===== config.mk =====
export PLATFORM = sky130hd
export DESIGN_NAME = compat_config_irq_source_regs
export DESIGN_NICKNAME = d
export VERILOG_FILES = /design/src/cfg_regs_pkg.sv /design/src/compat_config_irq_source_regs.sv
export SDC_FILE = /design/constraint.sdc
export NUM_CORES = 1
export LEC_CHECK = 0
export BUFFER_PORTS_ARGS = -buffer_cell sky130_fd_sc_hd__buf_4
export CELL_PAD_IN_SITES_DETAIL_PLACEMENT = 0
export CELL_PAD_IN_SITES_GLOBAL_PLACEMENT = 1
export CORE_ASPECT_RATIO = 0.6
export CORE_UTILIZATION = 44
export DETAILED_ROUTE_END_ITERATION = 8
export GPL_TIMING_DRIVEN = 0
export PLACE_DENSITY_LB_ADDON = 0.05
export SLEW_MARGIN = 20
export SYNTH_ARGS = -nofsm -noshare
export SYNTH_HDL_FRONTEND = slang
export SYNTH_SLANG_ARGS = --single-unit

===== constraint.sdc =====
create_clock -name i_clk -period 5.9 [get_ports i_clk]
set_input_delay 1.18 -clock i_clk [delete_from_list [all_inputs] [get_ports i_clk]]
set_output_delay 1.18 -clock i_clk [all_outputs]
set_load 0.05 [all_outputs]

===== src/cfg_regs_pkg.sv =====
package cfg_regs_pkg;

  // direct i/o offsets (11-bit i/o address)
  localparam logic [10:0] OFS_FUNC_ENABLE  = 11'h406;
  localparam logic [10:0] OFS_EXT_STATUS   = 11'h407;
  localparam logic [10:0] OFS_CONV_DISABLE = 11'h404;
  localparam logic [10:0] OFS_BURST_ENABLE = 11'h405;
  localparam logic [10:0] OFS_INDEX_PTR    = 11'h000;
  localparam logic [10:0] OFS_INDEX_DATA   = 11'h001;

  // indexed array positions, visible while the bank bit is one
  localparam logic [7:0] IDX_GEN_CONFIG    = 8'h00;
  localparam logic [7:0] IDX_SRC_SELECT    = 8'h02;
  localparam logic [7:0] IDX_CONV_DISABLE  = 8'h40;
  localparam logic [7:0] IDX_BURST_ENABLE  = 8'h41;
  localparam logic [7:0] IDX_FUNC_ENABLE   = 8'h42;
  localparam logic [7:0] IDX_EXT_STATUS    = 8'h43;

  // magic data values of the compatibility registers
  localparam logic [7:0] VAL_ON            = 8'h40;
  localparam logic [7:0] VAL_OFF           = 8'h00;

  // reset values
  localparam logic       RST_FUNC_ENABLE   = 1'b0;
  localparam logic       RST_CONV_ALLOWED  = 1'b1;
  localparam logic       RST_BURST_ENABLE  = 1'b0;
  localparam logic       RST_AUTOINC_DIS   = 1'b0;
  localparam logic [3:0] RST_SRC_SEL       = 4'h0;
  localparam logic [7:0] RST_INDEX         = 8'h00;

  // field positions
  localparam int EXT_BURST_BIT   = 6;
  localparam int EXT_FUNC_BIT    = 5;
  localparam int EXT_CONV_BIT    = 4;
  localparam int EXT_WAIT_BIT    = 1;
  localparam int EXT_CLK_BIT     = 0;
  localparam int GEN_AUTOINC_BIT = 7;
  localparam int SEL_B_LSB       = 4;
  localparam int SEL_A_LSB       = 0;

  // event selector codes
  localparam logic [3:0] SEL_NONE       = 4'h0;
  localparam logic [3:0] SEL_RESERVED   = 4'h1;
  localparam logic [3:0] SEL_THRESHOLD  = 4'h2;
  localparam logic [3:0] SEL_FRAME_MAX  = 4'h3;
  localparam logic [3:0] SEL_TRIG_START = 4'h4;
  localparam logic [3:0] SEL_TRIG_STOP  = 4'h5;

  localparam int NUM_DIN = 4;

  // one host i/o cycle, already qualified as a single-cycle strobe
  typedef struct packed {
    logic        wr;
    logic        rd;
    logic        word;
    logic [10:0] addr;
    logic [7:0]  wdata;
  } io_req_t;

  // events coming from the acquisition engine, single-cycle pulses
  typedef struct packed {
    logic threshold;
    logic frame_max;
    logic trig_start;
    logic trig_stop;
  } acq_evt_t;

endpackage


===== src/compat_config_irq_source_regs.sv =====
`timescale 1ns/1ps

// How it works
// - compatibility functions start disabled after reset.
// - enable register is write-only; 0x40 enables, 0x00 disables.
// - enable register decodes at 0x406 always, and index 0x42 when banked.
// - compatibility registers stay reachable through the indexed array.
// - extended status at 0x407 / index 0x43; bit 6 burst; 7,3,2 zero.
// - extended status bit 5 shows compatibility functions enabled.
// - extended status bit 4 shows conversions allowed, one at reset.
// - extended status bit 1 always reads zero, no wait states.
// - extended status bit 0 shows timer clock jumper, one means 10MHz.
// - general configuration at index 0x00 while banked.
// - index pointer advances by access size after each data access.
// - config bit 7 resets zero; one freezes the index pointer.
// - config bits 6:0 reflect timer clock, transfer and mode jumpers, one when installed.
// - source select at index 0x02; B in 7:4, A in 3:0.
// - selected B event sets the B flag when status bank enabled.
// - selected A event sets the A flag when status bank enabled.
// - codes 0000, 0001, 0110, 0111 select nothing; 0000 at reset.
// - 0010 threshold counter event, 0011 maximum frame count event.
// - 0100 trigger start, 0101 trigger stop transition.
// - codes 1000-1111 pick input 0-3 edges; even rising, odd falling.
// - status lower nibble shows channel or source flags per bank enable.
// - conversion disable and burst enable work only while enabled.
module compat_config_irq_source_regs
  import cfg_regs_pkg::*;
(
  input  wire logic                 i_clk,
  input  wire logic                 i_rst,
  input  wire io_req_t              i_io,
  input  wire logic                 i_register_bank_select,
  input  wire logic                 i_source_status_bank_enable,
  input  wire logic                 i_flag_clear,
  input  wire logic [3:0]           i_adc_channel,
  input  wire acq_evt_t             i_acq_evt,
  input  wire logic [NUM_DIN-1:0]   i_digital_input,
  input  wire logic                 i_timer_clock_jumper_state,
  input  wire logic                 i_transfer_jumper_state,
  input  wire logic [4:0]           i_mode_jumper_state,
  output logic [7:0]                o_rdata,
  output logic [7:0]                o_index,
  output logic                      o_compat_function_enable,
  output logic                      o_conversions_allowed,
  output logic                      o_burst_mode_enabled,
  output logic [3:0]                o_status_low_nibble,
  output logic                      o_source_a_flag,
  output logic                      o_source_b_flag
);

  logic [7:0]         index_r;
  logic [7:0]         index_nxt;
  logic               func_en_r;
  logic               conv_ok_r;
  logic               burst_r;
  logic               autoinc_dis_r;
  logic [3:0]         sel_a_r;
  logic [3:0]         sel_b_r;
  logic               flag_a_r;
  logic               flag_b_r;
  logic [NUM_DIN-1:0] din_meta_r;
  logic [NUM_DIN-1:0] din_sync_r;
  logic [NUM_DIN-1:0] din_prev_r;
  logic [NUM_DIN-1:0] din_rise;
  logic [NUM_DIN-1:0] din_fall;
  logic               banked;
  logic               idx_data;
  logic               hit_fe;
  logic               hit_cd;
  logic               hit_bm;
  logic               hit_es;
  logic               hit_gc;
  logic               hit_ss;
  logic [7:0]         ext_status;
  logic [7:0]         gen_config;
  logic [7:0]         rdata_nxt;
  logic               evt_a;
  logic               evt_b;
  logic               timer_fast_sel;

  // address decode; banked view is only open while the bank bit is one
  // direct offsets other than the index data port ignore the bank bit so legacy software always finds them
  assign banked   = i_register_bank_select;
  assign idx_data = banked && (i_io.addr == OFS_INDEX_DATA);
  assign hit_fe   = (i_io.addr == OFS_FUNC_ENABLE) ||
                    (idx_data && index_r == IDX_FUNC_ENABLE);
  assign hit_cd   = (i_io.addr == OFS_CONV_DISABLE) ||
                    (idx_data && index_r == IDX_CONV_DISABLE);
  assign hit_bm   = (i_io.addr == OFS_BURST_ENABLE) ||
                    (idx_data && index_r == IDX_BURST_ENABLE);
  assign hit_es   = (i_io.addr == OFS_EXT_STATUS) ||
                    (idx_data && index_r == IDX_EXT_STATUS);
  assign hit_gc   = idx_data && (index_r == IDX_GEN_CONFIG);
  assign hit_ss   = idx_data && (index_r == IDX_SRC_SELECT);

  // compatibility function enable; other values leave the state alone
  // starting disabled keeps legacy software safe until it opts in
  always_ff @(posedge i_clk or posedge i_rst) begin
    if (i_rst) begin
      func_en_r <= RST_FUNC_ENABLE;
    end else if (i_io.wr && hit_fe) begin
      if (i_io.wdata == VAL_ON) begin
        func_en_r <= 1'b1;
      end else if (i_io.wdata == VAL_OFF) begin
        func_en_r <= 1'b0;
      end
    end
  end

  // conversion disable and burst enable are ignored until enabled
  // their state is kept while the functions are switched off
  always_ff @(posedge i_clk or posedge i_rst) begin
    if (i_rst) begin
      conv_ok_r <= RST_CONV_ALLOWED;
      burst_r   <= RST_BURST_ENABLE;
    end else if (i_io.wr && func_en_r) begin
      if (hit_cd && i_io.wdata == VAL_ON) begin
        conv_ok_r <= 1'b0;
      end else if (hit_cd && i_io.wdata == VAL_OFF) begin
        conv_ok_r <= 1'b1;
      end
      if (hit_bm && i_io.wdata == VAL_ON) begin
        burst_r <= 1'b1;
      end else if (hit_bm && i_io.wdata == VAL_OFF) begin
        burst_r <= 1'b0;
      end
    end
  end

  // general configuration writable bit and source selectors
  always_ff @(posedge i_clk or posedge i_rst) begin
    if (i_rst) begin
      autoinc_dis_r <= RST_AUTOINC_DIS;
      sel_a_r       <= RST_SRC_SEL;
      sel_b_r       <= RST_SRC_SEL;
    end else if (i_io.wr) begin
      if (hit_gc) begin
        autoinc_dis_r <= i_io.wdata[GEN_AUTOINC_BIT];
      end
      if (hit_ss) begin
        sel_b_r <= i_io.wdata[SEL_B_LSB +: 4];
        sel_a_r <= i_io.wdata[SEL_A_LSB +: 4];
      end
    end
  end

  // index pointer: a word access steps two, a byte access one
  // a pointer load and a data access never share one strobe
  always_comb begin
    index_nxt = index_r;
    if (i_io.wr && i_io.addr == OFS_INDEX_PTR) begin
      index_nxt = i_io.wdata;
    end else if ((i_io.wr || i_io.rd) && idx_data && !autoinc_dis_r) begin
      index_nxt = index_r + (i_io.word ? 8'h02 : 8'h01);
    end
  end

  // pointer register; o_index is loaded from the same next value
  always_ff @(posedge i_clk or posedge i_rst) begin
    if (i_rst) begin
      index_r <= RST_INDEX;
    end else begin
      index_r <= index_nxt;
    end
  end

  // the installed jumper picks the slow source, so bit 0 is its inverse
  assign timer_fast_sel = !i_timer_clock_jumper_state;

  // read-back images; bits 7, 3 and 2 stay at the zero default
  always_comb begin
    ext_status                = 8'h00;
    ext_status[EXT_BURST_BIT] = burst_r;
    ext_status[EXT_FUNC_BIT]  = func_en_r;
    ext_status[EXT_CONV_BIT]  = conv_ok_r;
    ext_status[EXT_WAIT_BIT]  = 1'b0;
    ext_status[EXT_CLK_BIT]   = timer_fast_sel;
  end

  assign gen_config = {autoinc_dis_r, i_timer_clock_jumper_state,
                       i_transfer_jumper_state, i_mode_jumper_state};

  // read mux; the enable register is write-only and reads zero
  always_comb begin
    rdata_nxt = 8'h00;
    if (i_io.rd) begin
      if (hit_es) begin
        rdata_nxt = ext_status;
      end else if (hit_gc) begin
        rdata_nxt = gen_config;
      end else if (hit_fe) begin
        rdata_nxt = 8'h00;
      end else if (hit_ss) begin
        rdata_nxt = {sel_b_r, sel_a_r};
      end else if (i_io.addr == OFS_INDEX_PTR) begin
        rdata_nxt = index_r;
      end
    end
  end

  // read data stands one cycle after the strobe, zero otherwise
  always_ff @(posedge i_clk or posedge i_rst) begin
    if (i_rst) begin
      o_rdata <= 8'h00;
    end else begin
      o_rdata <= rdata_nxt;
    end
  end

  // two-flop synchroniser, edges taken only from the second stage
  // a pulse shorter than one clock can be missed; inputs are slow levels
  always_ff @(posedge i_clk or posedge i_rst) begin
    if (i_rst) begin
      din_meta_r <= '0;
      din_sync_r <= '0;
      din_prev_r <= '0;
    end else begin
      din_meta_r <= i_digital_input;
      din_sync_r <= din_meta_r;
      din_prev_r <= din_sync_r;
    end
  end

  // one-cycle edge pulses, so one edge sets a flag only once
  genvar gi;
  generate
    for (gi = 0; gi < NUM_DIN; gi++) begin : g_edge
      assign din_rise[gi] = din_sync_r[gi] && !din_prev_r[gi];
      assign din_fall[gi] = !din_sync_r[gi] && din_prev_r[gi];
    end
  endgenerate

  // selector decode shared by both sources
  // codes 1xxx: bits 2:1 pick the input, bit 0 picks the falling edge
  function automatic logic pick(input logic [3:0] sel);
    logic r;
    r = 1'b0;
    if (sel[3]) begin
      r = sel[0] ? din_fall[sel[2:1]] : din_rise[sel[2:1]];
    end else begin
      unique case (sel)
        SEL_NONE, SEL_RESERVED: r = 1'b0;
        SEL_THRESHOLD:  r = i_acq_evt.threshold;
        SEL_FRAME_MAX:  r = i_acq_evt.frame_max;
        SEL_TRIG_START: r = i_acq_evt.trig_start;
        SEL_TRIG_STOP:  r = i_acq_evt.trig_stop;
        default:        r = 1'b0;
      endcase
    end
    return r;
  endfunction

  // one decoder for both sources, so A and B cannot disagree
  assign evt_a = pick(sel_a_r);
  assign evt_b = pick(sel_b_r);

  // sticky flags; a new event wins over a clear in the same cycle
  // the clear arrives from a status read outside this block
  always_ff @(posedge i_clk or posedge i_rst) begin
    if (i_rst) begin
      flag_a_r <= 1'b0;
      flag_b_r <= 1'b0;
    end else begin
      if (i_source_status_bank_enable && evt_a) begin
        flag_a_r <= 1'b1;
      end else if (i_flag_clear) begin
        flag_a_r <= 1'b0;
      end
      if (i_source_status_bank_enable && evt_b) begin
        flag_b_r <= 1'b1;
      end else if (i_flag_clear) begin
        flag_b_r <= 1'b0;
      end
    end
  end

  // registered outputs; nibble view lags its sources by one cycle
  // outputs come from flops so the host sees no decode glitches
  always_ff @(posedge i_clk or posedge i_rst) begin
    if (i_rst) begin
      o_index                  <= RST_INDEX;
      o_compat_function_enable <= RST_FUNC_ENABLE;
      o_conversions_allowed    <= RST_CONV_ALLOWED;
      o_burst_mode_enabled     <= RST_BURST_ENABLE;
      o_status_low_nibble      <= 4'h0;
      o_source_a_flag          <= 1'b0;
      o_source_b_flag          <= 1'b0;
    end else begin
      o_index                  <= index_nxt;
      o_compat_function_enable <= func_en_r;
      o_conversions_allowed    <= conv_ok_r;
      o_burst_mode_enabled     <= burst_r;
      o_status_low_nibble      <= i_source_status_bank_enable ?
                                  {2'b00, flag_b_r, flag_a_r} :
                                  i_adc_channel;
      o_source_a_flag          <= flag_a_r;
      o_source_b_flag          <= flag_b_r;
    end
  end

endmodule


### After elaboration in Yosys (flattened, before gate mapping)

Index checks and enable logic that the tools add are counted.

* register bits: 51
* word-level logic and storage cells: 129

* add/sub/neg operators: 1
* $lt $le $gt $ge: 2
* equality and inequality tests: 19
* multiplexer cells: 33
* reduce and logical (&&, ||, !) cells: 55

Operators with widths (count)
* 2-to-1 mux 8 bit: 8
* equality test 11 bit (second input constant): 4
* equality test 8 x 7 -> 1 bit (second input constant): 5
* logical AND 1 bit: 26
* 2-to-1 mux 1 bit: 17
* equality test 4 x 2 -> 1 bit (second input constant): 4
* equality test 4 x 3 -> 1 bit (second input constant): 4
* logical NOT 8 bit: 2
* nonzero test 2 bit: 6
* equality test 11 x 1 -> 1 bit (second input constant): 1
* logical NOT 11 bit: 1
* logical NOT 1 bit: 10
* AND reduction 2 bit: 5
* adder 8 x 2 -> 8 bit: 1
* binary-select mux 1 bit (select 2 bit): 4
* equality test 8 x 2 -> 1 bit (second input constant): 1
* case mux 1 bit (4 select lines): 2
* less-than comparator 2 x 3 -> 1 bit (second input constant): 2
* logical OR 1 bit: 5
* 2-to-1 mux 4 bit: 1
* 2-to-1 mux 2 bit: 1

### Longest topological paths before layout

* depth in word-level cells: 8
* mapped depth: 8
* gate-level depth less buffers: 8

### Worst setup path before layout

OpenSTA, ideal clock, no wires.

* kind: input to register
* start point: input port i_io[19] (netlist name)
* end point: register o_index[6]
* data arrival time: 2.652 ns
* required time: 5.774 ns
* slack: 3.122 ns
* stages: 8
* path buffers: 0
* cell sequence: inv_1 -> ha_1 -> inv_1 -> fa_1 -> nor2_1 -> nand3_1 -> mux2_2 -> a221o_1

* longest elaborated chain between the ends: 4

Ends and longest elaborated chain
* start: declaration: line compat_config_irq_source_regs.sv:31 `input wire io_req_t i_io,`
* 2-to-1 mux 2 bit: line compat_config_irq_source_regs.sv:154 `index_nxt = index_r + (i_io.word ? 8'h02 : 8'h01);`
* adder 8 x 2 -> 8 bit: line compat_config_irq_source_regs.sv:154
* 2-to-1 mux 8 bit: line compat_config_irq_source_regs.sv:153 `end else if ((i_io.wr || i_io.rd) && idx_data && !autoinc_dis_r) begin`
* 2-to-1 mux 8 bit: line compat_config_irq_source_regs.sv:151 `if (i_io.wr && i_io.addr == OFS_INDEX_PTR) begin`
* end signal: assignment: line compat_config_irq_source_regs.sv:289 `o_index <= index_nxt;`
* end: declaration: line compat_config_irq_source_regs.sv:42 `output logic [7:0] o_index,`

No other way between the ends. The select of a mux whose other input is x is not followed.
A chain may end at the register's enable or synchronous reset.

### Final worst setup path

Same ends and word-level chain as after synthesis.

==> key figures <==
Synth
  – Synthesized flop and latch total: 51
  – Post-Synth Adder-Cell Area: 1.69%
  – Ys flop type: dfrtp_1
  – Mapped Avg Cell Area: 11.1 µm²
  – Post-synthesis mux area share: 13.3%
  – Post-synthesis simple-gate area fraction: 21.2%
  – Number of flops mapped to enable cells by yosys: 0
  – Synth Cell Area: 0.00266 mm²
  – Asr flop ratio synth: 100%
  – Xor/xnor share of the synthesized area: 0.329%
  – Unique masters post-synth: 58
  – Syn nets: 289
  – Sequential fraction of the synthesis area: 48.0%
  – Post-synthesis compound-gate area fraction: 11.5%
  – Largest family of logic cells by synthesized area: simple AND/OR/NAND/NOR gates
  – Yosys warns: 0
  – Synth Instances: 240

Floorplan
  – Rows: 21
  – Initial Utilization: 46.7%
  – Die W: 102 µm
  – Core area: 0.00570 mm²
  – Io pins: 71
  – Die area: 0.00638 mm²
  – Die Span Y: 62.3 µm

Power and ir drop
  – Power Internal: 0.000475 W
  – Leak pwr: 1.50 nW
  – Sw Ratio: 25.7%
  – Gate power share: 11.1%
  – Sequential share of power: 56.3%
  – Peak VDD IR: 0.000136 V
  – Net Sw Power: 0.000165 W
  – Power density over the cells: 188 mW/mm²
  – Clock power share: 32.5%

Worst setup path
  – Crit path buf inv count: 3
  – CP max FO: 3
  – CP peak stage delay: 410 ps
  – Top delay family on crit path: adder cells
  – Critical path startpoint category: primary input
  – Most frequent CP cell: inv_1
  – Critical Path AT: 2930 ps
  – Crit end category: flop
  – Req. time, crit path: 6100 ps
  – CP max stage cell: fa_1
  – Critical setup path kind: in -> reg
  – Critical-path cell list: buf_4 > inv_1 > ha_1 > inv_1 > fa_1 > nor2_1 > nand3_1 > mux2_2 > a221o_1

Timing
  – Max Fclk: 0.367 GHz
  – Worst-margin pin slew: 594 ps
  – Final WS setup: 3170 ps
  – RSZ-0062 raised after global routing: no
  – Final hold viol count: 0
  – Final min period: 2730 ps
  – Setup TNS: 0 ps
  – Clk_skew: 11.5 ps
  – Max_slew headroom: 60.4%
  – Pins Over Slew Limit: 0
  – Setup-failing EPs final: 0
  – Crit share post-route: 46.2%

CTS
  – H-Tree Level Count: 2
  – CTS root buffer: clkbuf_8
  – Post-CTS Resized: 0
  – Post-CTS Hold Fix Bufs: 0
  – Postcts setup bufs: 0
  – Clock sink total: 51
  – Clock buffer depth: 2
  – CTS tree: built
  – Clock buffer count from CTS: 5
  – Clk_lat worst skew: 310 ps
  – Clock Pin Slew Worst Setup and Hold Paths: 100 ps

GRT
  – Largest net degree at the start of global routing: 30
  – Initial antenna violation count: 0
  – Number of global-route vias before repair: 2019
  – Total gr overflow: 0
  – Total track usage: 22.4%
  – First-pass GRT wire length: 10700 µm

Drt
  – WL/cell: 16.6 µm
  – Detailed router's first-iteration violation count: 121
  – Via density: 5.41
  – DR pass1 iterations: 4
  – Vias post-DR: 2160
  – ANT nets after route: 0
  – DRC viols: 0
  – Final WL: 6630 µm

Finish
  – Most frequent cells in the layout: 71 x buf_4, 49 x dfrtp_1, 14 x nor2_1, 13 x nor3b_1, 12 x inv_1
  – Design area: 0.00340 mm²
  – ANT cells: 0
  – Nets@finish: 367
  – Most common cell after layout, fill and taps aside: buf_4
  – Final core occ: 59.7%
  – Layout area overhead: 27.7%
  – Share of post-route cells with drive strength above 1: 35.4%

Place
  – DP HPWL: 5150 µm
  – Gpl congestion: 0.837
  – Placed instance area: 0.00331 mm²
  – Pre-CTS WS: 2860 ps
  – PortBufs: 70

Min path
  – Min-Delay Path Class: reg -> reg

Outcome
  – Status: finished, final reports clean

Run
  – Max Cap Viol: 0
path summary, 6_finish.rpt:
kind / from / slack (ps) / depth (start not counted) / endpoint
min: din_meta_r[3] / 360 / 0 / din_sync_r[3]
min in group asynchronous: i_rst / 890 / 2 / flag_b_r
min reg2reg: din_meta_r[3] / 360 / 0 / din_sync_r[3]
max in group asynchronous: i_rst / 4480 / 3 / autoinc_dis_r
max: i_io[19] / 3170 / 9 / o_index[6]
max reg2reg: o_index[1] / 3560 / 7 / o_index[6]
area by class of cell:
cell class	instances	area (µm²)
flip-flops and latches	51	1280
inverters	13	48.8
clock buffers	5	68.8
well taps	80	100
repair buffers	71	546
plain buffers	11	55.1
clock inverters	3	23.8
fillers	498	2300
multi-input cells	165	1280
cell usage after synthesis, drive strengths merged, types with 2 or more instances:
cell     n  area, µm²
nor3    11       60.1
a222oi   3       30.0
and3b    2       17.5
and3     3       18.8
o211ai   3       22.5
dfstp    2       52.6
ha       2       25.0
a311oi   2       17.5
or2      3       18.8
o31ai    2       15.0
nand4    2       18.8
nor2    15       58.8
a22oi    4       30.0
inv     13       48.8
o21ai    6       30.0
or3      2       12.5
dfrtp   49       1230
nor3b   13       97.6
a221o    4       40.0
nor2b    5       31.3
mux2    18        233
nor4     6       67.6
nand2b   2       12.5
a21oi    7       35.0
nand2   11       46.3
clkbuf   7       26.3
a31oi    2       12.5
nand3    9       45.0
mux2i   10        100
and4b    2       20.0
buf      4       28.8
per-layer routing:
metal	wire (µm)	GRT usage, %
met1	3420	37.9
met2	2510	27.8
met3	668	5.97
met4	32	3.21
met5	0	0
per-stage QoR:
stage               hold WS [ps]  total power [W]  std cells
floorplan                    331         0.000397        240
finish                       356         0.000639        399
detailed placement           335         0.000438        391
CTS                          359         0.000646        399
global route                 372         0.000667        399
global placement             334         0.000436        390
flip-flops by register name, summed over array words and instances (netlist names):
register	cells
autoinc_dis_r	1
burst_r	1
conv_ok_r	1
din_meta_r	4
din_prev_r	4
din_sync_r	4
flag_a_r	1
flag_b_r	1
func_en_r	1
o_burst_mode_enabled	1
o_compat_function_enable	1
o_conversions_allowed	1
o_index	8
o_rdata	8
o_source_a_flag	1
o_source_b_flag	1
o_status_low_nibble	4
sel_a_r	4
sel_b_r	4
power groups by stage:
stage | Clock (W) | Sequential (W) | Combinational, W
3_5_place_dp | 0 | 0.000367 | 0.0000714
5_1_grt | 0.000228 | 0.000361 | 0.0000781
3_3_place_gp | 0 | 0.000367 | 0.0000691
2_1_floorplan | 0 | 0.000373 | 0.0000241
4_1_cts | 0.000214 | 0.000360 | 0.0000716
6_report | 0.000208 | 0.000360 | 0.0000712
kinds of logic (layout without fill, tap and decap cells):
group | Yosys count | count (layout)
xor+xnor | 1 | 1
fa+ha+maj | 3 | 3
buf+inv | 24 | 103
flops | 51 | 51
mux | 29 | 29
compound gates | 41 | 41
simple gates | 91 | 91
Power figures use the tool's default switching activity.
